**src/include/ptt_pkg.sv**
```systemverilog
// shared constants, register map and types of the periodic tick timer
package ptt_pkg;

  // counter and tap layout
  localparam int CNT_W  = 8;
  localparam int FLAG_W = 4;
  localparam int TAP_32 = 2;
  localparam int TAP_8  = 4;
  localparam int TAP_2  = 6;
  localparam int TAP_1  = 7;

  // register indices; byte address is four times the index
  localparam int          IDX_W   = 2;
  localparam logic [1:0]  IDX_CTL = 2'h0;
  localparam logic [1:0]  IDX_CNT = 2'h1;
  localparam logic [1:0]  IDX_EN  = 2'h2;
  localparam logic [1:0]  IDX_FLG = 2'h3;
  localparam int          BYTE_SH = 2;

  // field positions
  localparam int CTL_RUN_BIT = 0;
  localparam int CTL_CLR_BIT = 4;
  localparam int FLG_32_BIT  = 3;
  localparam int FLG_8_BIT   = 2;
  localparam int FLG_2_BIT   = 1;
  localparam int FLG_1_BIT   = 0;

  // reset values
  localparam logic [CNT_W-1:0]  CNT_RST  = 8'h00;
  localparam logic [FLAG_W-1:0] FLAG_RST = 4'h0;

  // axi responses
  localparam logic [1:0] RESP_OKAY   = 2'h0;
  localparam logic [1:0] RESP_SLVERR = 2'h2;

  typedef enum logic [1:0]
  {
    ST_STOPPED = 2'b00,
    ST_RUN     = 2'b01,
    ST_LAST    = 2'b10
  } ptt_run_type;

  // register index of a byte address
  function automatic logic [IDX_W-1:0] reg_index(input logic [7:0] addr);
    reg_index = addr[BYTE_SH+IDX_W-1:BYTE_SH];
  endfunction

  // address lies inside the four-word map
  function automatic logic reg_mapped(input logic [7:0] addr);
    reg_mapped = (addr[7:BYTE_SH+IDX_W] == 4'h0);
  endfunction

endpackage

```
**src/include/ptt_cnt_if.sv**
```systemverilog
// link between the register side and the tick counter core
`timescale 1ns/1ps
interface ptt_cnt_if import ptt_pkg::*; ();
  logic              tick_lvl;
  logic              clr;
  logic              run_req;
  logic [CNT_W-1:0]  count;
  logic              busy;
  logic [FLAG_W-1:0] evt;

  modport ctrl (output tick_lvl, output clr, output run_req, input count, input busy, input evt);
  modport core (input tick_lvl, input clr, input run_req, output count, output busy, output evt);
endinterface

```
**src/ptt_counter.sv**
```systemverilog
// 8-bit tick counter with run/stop sequencing and tap falling-edge events
`timescale 1ns/1ps
module ptt_counter import ptt_pkg::*; (
  // clock and reset
  input wire logic aclk,
  input wire logic aresetn,
  // control and status
  ptt_cnt_if.core  cif
);

  logic              tick_d_r;
  logic              rise;
  logic              fall;
  logic              cnt_edge;
  logic              inc;
  logic [CNT_W-1:0]  count_r;
  logic [FLAG_W-1:0] evt_r;
  ptt_run_type       state_r;
  ptt_run_type       state_nxt;

  // taps that fall when the counter steps from c
  function automatic logic [FLAG_W-1:0] tap_falls(input logic [CNT_W-1:0] c);
    tap_falls = {&c[TAP_32:0], &c[TAP_8:0], &c[TAP_2:0], &c[TAP_1:0]};
  endfunction

  always_ff @(posedge aclk)
  begin
    if (!aresetn)
      tick_d_r <= 1'b0;
    else
      tick_d_r <= cif.tick_lvl;
  end

  assign rise     = cif.tick_lvl & ~tick_d_r;
  assign fall     = ~cif.tick_lvl & tick_d_r;
  assign cnt_edge = rise & (state_r != ST_STOPPED);
  assign inc      = cnt_edge & ~cif.clr;

  // run and stop take effect on the falling edge of the count clock
  always_comb
  begin
    state_nxt = state_r;
    case (state_r)
      ST_STOPPED: if (fall && cif.run_req) state_nxt = ST_RUN;
      ST_RUN:     if (fall && !cif.run_req) state_nxt = ST_LAST;
      ST_LAST:
      begin
        if (fall && cif.run_req)
          state_nxt = ST_RUN;
        else if (cnt_edge)
          state_nxt = ST_STOPPED;
      end
      default:    state_nxt = ST_STOPPED;
    endcase
  end

  always_ff @(posedge aclk)
  begin
    if (!aresetn)
      state_r <= ST_STOPPED;
    else
      state_r <= state_nxt;
  end

  // clear beats a same-cycle step; stopped count holds
  always_ff @(posedge aclk)
  begin
    if (!aresetn)
      count_r <= CNT_RST;
    else if (cif.clr)
      count_r <= CNT_RST;
    else if (inc)
      count_r <= count_r + 8'h01;
  end

  always_ff @(posedge aclk)
  begin
    if (!aresetn)
      evt_r <= FLAG_RST;
    else
      evt_r <= inc ? tap_falls(count_r) : FLAG_RST;
  end

  assign cif.count = count_r;
  assign cif.busy  = (state_r != ST_STOPPED);
  assign cif.evt   = evt_r;
endmodule

```
**src/ptt_timer.sv**
```systemverilog
// periodic tick timer: axi4-lite registers, interrupt flags and counter core
//
// Design decisions made here: the AXI4-Lite register port and the placing of the registers.
`timescale 1ns/1ps
//
// Operation
// - 8-bit up-counter stepped by the 256 Hz count clock.
// - every counter bit readable, giving 128 Hz down to 1 Hz squares.
// - count bit 7 is the 1 Hz tap, bit 0 the 128 Hz tap.
// - writing one to the clear control zeroes the counter.
// - reset also zeroes the counter.
// - clear while running keeps counting; clear while stopped holds zero.
// - run control one starts counting, zero gates the count clock off.
// - stopping keeps the count so a restart continues from it.
// - run and clear written together: clear, then count.
// - start and stop happen on the next count clock falling edge.
// - after a stop request the counter steps once more, then stops.
// - run control reads one until the counter has really stopped.
// - falling 32, 8, 2 and 1 Hz taps set their own flag while counting.
// - a flag requests an interrupt only when its enable is one.
// - all four causes share one interrupt output; flags tell the cause.
// - writing one to a flag clears it; software clears before enabling.
module ptt_timer import ptt_pkg::*; (
  // clock and reset
  input  wire logic        aclk,
  input  wire logic        aresetn,
  // 256 hz count clock from the low-speed oscillator divider
  input  wire logic        osc_tick_256hz,
  // axi4-lite write address
  input  wire logic [7:0]  s_axi_awaddr,
  input  wire logic [2:0]  s_axi_awprot,
  input  wire logic        s_axi_awvalid,
  output logic             s_axi_awready,
  // axi4-lite write data
  input  wire logic [31:0] s_axi_wdata,
  input  wire logic [3:0]  s_axi_wstrb,
  input  wire logic        s_axi_wvalid,
  output logic             s_axi_wready,
  // axi4-lite write response
  output logic [1:0]       s_axi_bresp,
  output logic             s_axi_bvalid,
  input  wire logic        s_axi_bready,
  // axi4-lite read address
  input  wire logic [7:0]  s_axi_araddr,
  input  wire logic [2:0]  s_axi_arprot,
  input  wire logic        s_axi_arvalid,
  output logic             s_axi_arready,
  // axi4-lite read data
  output logic [31:0]      s_axi_rdata,
  output logic [1:0]       s_axi_rresp,
  output logic             s_axi_rvalid,
  input  wire logic        s_axi_rready,
  // shared request toward the interrupt controller
  output logic             tick_irq
);

  ptt_cnt_if cif ();

  logic              awready_r;
  logic              wready_r;
  logic              aw_full_r;
  logic              w_full_r;
  logic [7:0]        aw_addr_r;
  logic [31:0]       w_data_r;
  logic [3:0]        w_strb_r;
  logic              bvalid_r;
  logic [1:0]        bresp_r;
  logic              arready_r;
  logic              rvalid_r;
  logic [31:0]       rdata_r;
  logic [1:0]        rresp_r;
  logic              run_req_r;
  logic [FLAG_W-1:0] en_r;
  logic [FLAG_W-1:0] flg_r;
  logic              irq_r;
  logic              wr_fire;
  logic              wr_ok;
  logic [IDX_W-1:0]  wr_idx;
  logic              wr_lane;
  logic              ctl_wr;
  logic [FLAG_W-1:0] flg_clr;
  logic [FLAG_W-1:0] flg_gone;
  logic              ar_fire;
  logic [31:0]       rd_word;

  ptt_counter u_core (
    .aclk    (aclk),
    .aresetn (aresetn),
    .cif     (cif.core)
  );

  // ---- write channels: address and data taken in either order
  assign wr_fire = aw_full_r & w_full_r & ~bvalid_r;
  assign wr_idx  = reg_index(aw_addr_r);
  assign wr_ok   = reg_mapped(aw_addr_r);
  assign wr_lane = w_strb_r[0];
  assign ctl_wr  = wr_fire & wr_ok & wr_lane & (wr_idx == IDX_CTL);

  always_ff @(posedge aclk)
  begin
    if (!aresetn)
    begin
      awready_r <= 1'b1;
      aw_full_r <= 1'b0;
      aw_addr_r <= 8'h00;
    end
    else if (s_axi_awvalid && awready_r)
    begin
      awready_r <= 1'b0;
      aw_full_r <= 1'b1;
      aw_addr_r <= s_axi_awaddr;
    end
    else if (bvalid_r && s_axi_bready)
    begin
      awready_r <= 1'b1;
      aw_full_r <= 1'b0;
    end
  end

  always_ff @(posedge aclk)
  begin
    if (!aresetn)
    begin
      wready_r <= 1'b1;
      w_full_r <= 1'b0;
      w_data_r <= 32'h00000000;
      w_strb_r <= 4'h0;
    end
    else if (s_axi_wvalid && wready_r)
    begin
      wready_r <= 1'b0;
      w_full_r <= 1'b1;
      w_data_r <= s_axi_wdata;
      w_strb_r <= s_axi_wstrb;
    end
    else if (bvalid_r && s_axi_bready)
    begin
      wready_r <= 1'b1;
      w_full_r <= 1'b0;
    end
  end

  always_ff @(posedge aclk)
  begin
    if (!aresetn)
    begin
      bvalid_r <= 1'b0;
      bresp_r  <= RESP_OKAY;
    end
    else if (wr_fire)
    begin
      bvalid_r <= 1'b1;
      bresp_r  <= wr_ok ? RESP_OKAY : RESP_SLVERR;
    end
    else if (bvalid_r && s_axi_bready)
      bvalid_r <= 1'b0;
  end

  // ---- control register
  always_ff @(posedge aclk)
  begin
    if (!aresetn)
      run_req_r <= 1'b0;
    else if (ctl_wr)
      run_req_r <= w_data_r[CTL_RUN_BIT];
  end

  // one-cycle clear pulse; a zero write leaves the counter alone
  assign cif.clr      = ctl_wr & w_data_r[CTL_CLR_BIT];
  assign cif.run_req  = run_req_r;
  assign cif.tick_lvl = osc_tick_256hz;

  // ---- enables and flags
  always_ff @(posedge aclk)
  begin
    if (!aresetn)
      en_r <= FLAG_RST;
    else if (wr_fire && wr_ok && wr_lane && wr_idx == IDX_EN)
      en_r <= w_data_r[FLAG_W-1:0];
  end

  assign flg_clr  = (wr_fire && wr_ok && wr_lane && wr_idx == IDX_FLG) ? w_data_r[FLAG_W-1:0] : FLAG_RST;
  assign flg_gone = flg_clr & ~cif.evt;

  // a tap event in the clearing cycle keeps its flag set
  always_ff @(posedge aclk)
  begin
    if (!aresetn)
      flg_r <= FLAG_RST;
    else
      flg_r <= (flg_r & ~flg_clr) | cif.evt;
  end

  always_ff @(posedge aclk)
  begin
    if (!aresetn)
      irq_r <= 1'b0;
    else
      irq_r <= |(flg_r & en_r);
  end

  // ---- read channel
  assign ar_fire = s_axi_arvalid & arready_r;

  always_comb
  begin
    rd_word = 32'h00000000;
    case (reg_index(s_axi_araddr))
      IDX_CTL: rd_word[CTL_RUN_BIT] = run_req_r | cif.busy;
      IDX_CNT: rd_word[CNT_W-1:0] = cif.count;
      IDX_EN:  rd_word[FLAG_W-1:0] = en_r;
      IDX_FLG: rd_word[FLAG_W-1:0] = flg_r;
      default: rd_word = 32'h00000000;
    endcase
  end

  always_ff @(posedge aclk)
  begin
    if (!aresetn)
    begin
      arready_r <= 1'b1;
      rvalid_r  <= 1'b0;
      rdata_r   <= 32'h00000000;
      rresp_r   <= RESP_OKAY;
    end
    else if (ar_fire)
    begin
      arready_r <= 1'b0;
      rvalid_r  <= 1'b1;
      rdata_r   <= reg_mapped(s_axi_araddr) ? rd_word : 32'h00000000;
      rresp_r   <= reg_mapped(s_axi_araddr) ? RESP_OKAY : RESP_SLVERR;
    end
    else if (rvalid_r && s_axi_rready)
    begin
      arready_r <= 1'b1;
      rvalid_r  <= 1'b0;
    end
  end

  assign s_axi_awready = awready_r;
  assign s_axi_wready  = wready_r;
  assign s_axi_bvalid  = bvalid_r;
  assign s_axi_bresp   = bresp_r;
  assign s_axi_arready = arready_r;
  assign s_axi_rvalid  = rvalid_r;
  assign s_axi_rdata   = rdata_r;
  assign s_axi_rresp   = rresp_r;
  assign tick_irq      = irq_r;

  // ---- checks
  logic ar_ctl;
  logic ar_cnt;
  logic ctl_busy_rd;

  assign ar_ctl      = ar_fire & reg_mapped(s_axi_araddr) & (reg_index(s_axi_araddr) == IDX_CTL);
  assign ar_cnt      = ar_fire & reg_mapped(s_axi_araddr) & (reg_index(s_axi_araddr) == IDX_CNT);
  assign ctl_busy_rd = ar_ctl & cif.busy;
endmodule

```
**config.mk**
```make
export PLATFORM = sky130hd
export DESIGN_NAME = ptt_timer
export DESIGN_NICKNAME = d
export VERILOG_FILES = /design/src/include/ptt_pkg.sv /design/src/include/ptt_cnt_if.sv /design/src/ptt_counter.sv /design/src/ptt_timer.sv
export SDC_FILE = /design/constraint.sdc
export NUM_CORES = 1
export LEC_CHECK = 0
export BUFFER_PORTS_ARGS = -buffer_cell sky130_fd_sc_hd__buf_2
export CAP_MARGIN = 10
export CORE_ASPECT_RATIO = 0.8
export CORE_UTILIZATION = 30
export CTS_CLUSTER_DIAMETER = 150
export DETAILED_ROUTE_END_ITERATION = 12
export PLACE_DENSITY = 0.57
export SLEW_MARGIN = 25
export SYNTH_ARGS = -nofsm -noshare
export SYNTH_HDL_FRONTEND = slang
export SYNTH_SLANG_ARGS = --single-unit
```
**constraint.sdc**
```tcl
create_clock -name aclk -period 2.4 [get_ports aclk]
set_input_delay 0.6 -clock aclk [delete_from_list [all_inputs] [get_ports aclk]]
set_output_delay 0.6 -clock aclk [all_outputs]
set_load 0.005 [all_outputs]
```
# ---- Word level (Yosys, flattened, before mapping)
# Index checks and enable logic that the tools add are counted.
# W data, S select, Z words.
dict set report op_classes {
  add_sub_neg 1
  n_eq_ne 10
  mux 23
  bitwise_logic 21
  reduce_logical 29
}
# cell n
set op_table {}
lappend op_table {{$mux W2} 6}
lappend op_table {{$and A1 B1 Y1} 11}
lappend op_table {{$mux W1} 11}
lappend op_table {{$eq A2 B2 Y1 const B} 5}
lappend op_table {{$logic_and A1 B1 Y1} 10}
lappend op_table {{$reduce_bool A2 Y1} 5}
lappend op_table {{$pmux W3 S3} 1}
lappend op_table {{$add A8 B1 Y8 const B} 1}
lappend op_table {{$and A4 B4 Y4} 2}
lappend op_table {{$logic_not A4 Y1} 2}
lappend op_table {{$mux W4} 2}
lappend op_table {{$mux W8} 1}
lappend op_table {{$reduce_and A8 Y1} 1}
lappend op_table {{$reduce_and A7 Y1} 1}
lappend op_table {{$logic_not A2 Y1} 3}
lappend op_table {{$pmux W2 S3} 1}
lappend op_table {{$reduce_and A3 Y1} 2}
lappend op_table {{$not A1 Y1} 5}
lappend op_table {{$reduce_and A5 Y1} 1}
lappend op_table {{$eq A2 B1 Y1 const B} 2}
lappend op_table {{$ne A2 B1 Y1 const B} 2}
lappend op_table {{$not A4 Y4} 1}
lappend op_table {{$or A4 B4 Y4} 1}
lappend op_table {{$pmux W1 S4} 1}
lappend op_table {{other kinds (6)} 6}
dict set report word_totals {
  ff_bits 82
  input_bits 66
  output_inout_bits 42
  elab_cells 105
}

# ---- Depth between registers and ports, before layout
dict set report depth {
  depth_word 9
  ltp_mapped 5
  mapped_depth_nobuf 5
}

# ---- Cells and area by module
# A second synthesis with hierarchy kept.
dict set report hier_totals {
  cells_unflattened 281
  hier_area_um2 2497.4
}
# mod instances cells_per_inst area_each_um2 seq_area_each_um2
set modules_own_cells {}
lappend modules_own_cells {ptt_timer 1 207 1808.0 780.7}
lappend modules_own_cells {ptt_counter 1 74 689.4 300.3}

# ---- Least setup slack after synthesis
# No wires, ideal clock.
dict set report synth_path {
  path_kind {in2reg}
  from {input aresetn}
  to {register bvalid_r, in the netlist s_axi_bvalid}
  setup_ps 128
  t_arrival_ps 1434
  required_time_ps 2272
  slack_ps 838
  stages 5
  n_path_buf 3
  cell_sequence {buf_2 > inv_1 > clkbuf_1 > buf_1 > nor2_1}
}
# item line_no
set synth_rtl {}
lappend synth_rtl {{start, declared} ptt_timer.sv:26} ;# input wire logic aresetn,
lappend synth_rtl {{end signal, assigned} ptt_timer.sv:147} ;# bvalid_r <= 1'b0;
lappend synth_rtl {{end signal, assigned} ptt_timer.sv:152} ;# bvalid_r <= 1'b1;
lappend synth_rtl {{end signal, assigned} ptt_timer.sv:156} ;# bvalid_r <= 1'b0;
lappend synth_rtl {{end, declared} ptt_timer.sv:66} ;# logic bvalid_r;
# No word-level cell between the ends.

# ---- Final worst setup path
dict set report layout_path {
  from {register aw_addr_r[7]}
  to {register en_r[0]}
}
dict set report layout_via {
  elab_chain_cells 4
}
# item line_no
set layout_lines {}
lappend layout_lines {{start, declared} ptt_timer.sv:63} ;# logic [7:0] aw_addr_r;
lappend layout_lines {{start signal, assigned} ptt_timer.sv:111} ;# aw_addr_r <= s_axi_awaddr;
lappend layout_lines {{$logic_not A4 Y1} ptt_pkg.sv:50} ;# reg_mapped = (addr[7:BYTE_SH+IDX_W] == 4'h0);
lappend layout_lines {{$logic_and A1 B1 Y1 (3 in series)} ptt_timer.sv:178} ;# else if (wr_fire && wr_ok && wr_lane && wr_idx == IDX_EN)
lappend layout_lines {{end signal, assigned} ptt_timer.sv:179} ;# en_r <= w_data_r[FLAG_W-1:0];
lappend layout_lines {{end, declared} ptt_timer.sv:73} ;# logic [FLAG_W-1:0] en_r;
# Every way passes these cells.
# A chain may end at the register's enable or synchronous reset.

==> out/metrics.yaml <==
outcome: "complete, no violations"
grt_pass1_vias: 1689
synthCells: 274
synth_seq_cells: 54
worstSetupPathType: "reg2reg"
via_per_inst: 4.526
critPathBufInv: 0
max_freq_ghz: 0.6457
drtAntennaViolNets: 0
switchingPower_mw: 0.3943
switching_share_pct: 24.67
synth_top_area_share_pct: 44.77
async_flop_share_pct: 0
setup_slack_ns: 0.8512
clock_path_buffers: 2
cp_slowest_cell: "nor4_4"
initial_core_util_pct: 31.76
diodes: 0
ctsResizeCount: 0
reg2reg_from: "aw_addr_r[7]"
max_stage_delay_ns: 0.40
clk_pin_slew_worst_paths_ns: 0.09
num_rows: 28
design.die.area_um2: 8414
cts_root_buf: "clkbuf_8"
wirelength_um: 4789
leakage_nw: 1.118
synthTopCellsByCount: "54 x dfxtp_1, 35 x nand2_1, 26 x buf_4"
cts_buffers: 5
critPathTopFamily: "simple AND/OR/NAND/NOR gates"
yosysSeqAreaShare_pct: 44.77
yosys_most_used_dff: "dfxtp_1"
die_w_um: 102.3
min_from: "s_axi_rdata[0]"
crit_fanout: 4
reg2reg_to: "en_r[0]"
layout_min_cycle_time_ns: 1.549
setup_violations: 0
io_buffers: 41
synth_compound_area_share_pct: 13.63
synth.most_common_cell: "dfxtp_1"
crit_chain: "nor4_4 -> nand3_2 -> nor3b_4 -> mux2i_1"
combPwrFrac_pct: 8.0
grt.overflow.total: 0
first_pass_iters: 4
p_total_mw: 1.599
routabilityCongestion: 0.7685
min_delay_worst_endpoint: "s_axi_rdata[0]"
post_cts_buffers: 0
required_ns: 2.65
cts_hold_buf: 0
powerDensity_nw_per_um2: 589.3
synth_simple_gate_area_share_pct: 22.44
clkPwrFrac_pct: 32.9
ys_top_cells_by_area: "dfxtp_1 45%, buf_4 8.1%, nand2_1 5.4%"
synthAdderAreaFrac_pct: 1.554
tns_ns: 0
avgSynthCellArea_um2: 8.813
worstSetupStartpointType: "register"
slew_viol_final: 0
synth.area.mux_share_pct: 5.130
boundaryPins: 108
rsz0062_at_grt: "no"
area.growth.synth_to_final_pct: 12.33
htree_num_levels: 2
drive_above_1_share_pct: 19.49
drc: 0
fin_crit_sh_pct: 64.53
synth_top_family_by_area: "simple AND/OR/NAND/NOR gates"
hold_ws_ns: 0.4581
worstRegToRegCells: 4
hpwl_um: 3561
via_count: 1892
vdd_drop_max_v: 0.0002154
hold_viol_final: 0
routedWlPerCell_um: 11.46
ys_types: 40
reg2reg_slack_ns: 0.85
antenna_found_initial: 0
grt_max_degree: 29
yosys_warnings: 0
cp-end-kind: "register"
grtUsageTotal_pct: 12.34
pwr-share-seq_pct: 59.1
clkLatencyLatePin_ns: 0.31
hp-class: "reg2reg"
yosysTopAreaCell: "dfxtp_1"
cp_data_arrival_time_ns: 1.79
intPower_mw: 1.204
cts_tree: "done"
drt_iter0_drc: 139
fp.dieH_um: 82.25
nets: 381
hold_depth: 2
cts_sinks: 54
dp_slack_ns: 0.7215
max_cap_viol_count: 0
syn-cell-area_um2: 2415
synthXorXnorAreaFrac_pct: 1.813
core_um2: 7602
synth_edf_count: 0
skew_ns: 0.01278
grt_pass1_wl_um: 7900
==> placed cells by master (no fill, tap or decap), types with 6 or more instances in the layout <==
| master | synthesis | final |
|---|---|---|
| nand2_1 | 35 | 35 |
| a21oi_1 | 24 | 24 |
| clkbuf_8 | 0 | 6 |
| nor2_1 | 24 | 24 |
| dfxtp_1 | 54 | 54 |
| buf_2 | 5 | 41 |
| conb_1 | 1 | 26 |
| o21ai_0 | 8 | 8 |
| a22oi_1 | 9 | 9 |
| nand3_1 | 16 | 16 |
| mux2i_1 | 9 | 9 |
| and2_1 | 6 | 6 |
==> worst max path at each step <==
stage                           endpoint       startpoint  slack [ns]  cells after the start
after floorplan             s_axi_bvalid          aresetn        0.84                      5
after global placement    s_axi_rdata[4]  s_axi_araddr[5]        0.73                      5
after detailed placement  s_axi_rdata[1]  s_axi_araddr[2]        0.72                      5
after CTS                  s_axi_awready    s_axi_awready        0.83                      1
after global routing             en_r[0]     aw_addr_r[7]        0.71                      4
final                            en_r[0]     aw_addr_r[7]        0.85                      4
==> worst register-to-register path, stage by stage, from the launching register on <==
cell and delay, ns:
dfxtp_1 0.34, nor4_4 0.40, nand3_2 0.18, nor3b_4 0.35
mux2i_1 0.22
==> kinds of logic after synthesis <==
kind of cell	Yosys count
AO/OA/AOI/OAI	53
XOR/XNOR	5
adder cells (fa/ha/maj)	3
buffers and inverters	40
flip-flops	54
multiplexers	12
other	1
AND/OR/NAND/NOR	106
==> per-stage QoR <==
| stage | cells | area, um^2 | utilization [%] |
|---|---|---|---|
| floorplan | 299 | 2509 | - |
| global placement | 410 | 2618 | 34.43 |
| detailed placement | 410 | 2618 | 34.43 |
| CTS | 418 | 2713 | 35.68 |
| global route | 418 | 2713 | 35.68 |
| finish | 418 | 2713 | 35.68 |
==> layer usage <==
metal | track usage, % | up-vias | share of wire (%)
li1 | - | 978 | -
met1 | 16.46 | 875 | 52
met2 | 19.06 | 31 | 43
met3 | 3.030 | 8 | 3.7
met4 | 5.143 | 0 | 1.4
met5 | 0 | - | 0
==> power groups by stage <==
| stage | clock (mW) | sequential [mW] | combinational, mW |
|---|---|---|---|
| 5_1_grt | 0.576 | 0.950 | 0.151 |
| 3_3_place_gp | 0 | 0.965 | 0.128 |
| 2_1_floorplan | 0 | 0.958 | 0.115 |
| 4_1_cts | 0.542 | 0.945 | 0.129 |
| 3_5_place_dp | 0 | 0.966 | 0.129 |
| 6_report | 0.525 | 0.945 | 0.129 |
==> registers in the layout, summed over array words and instances (netlist names), 2 cells and up <==
signal / cells
aw_addr_r: 6
en_r: 4
flg_r: 4
s_axi_rdata: 8
u_core.cif.count: 8
u_core.cif.evt: 4
u_core.state_r: 2
w_data_r: 5
==> area by class of cell <==
cell class              instances  area, um^2
clock buffers                   6       82.58
clock inverters                 2       12.51
fillers                       804        4890
inverters                       3       11.26
multi-input cells             205        1174
flip-flops and latches         54        1081
well taps                     105       131.4
repair buffers                 43       220.2
(Power assumes the default switching activity.)
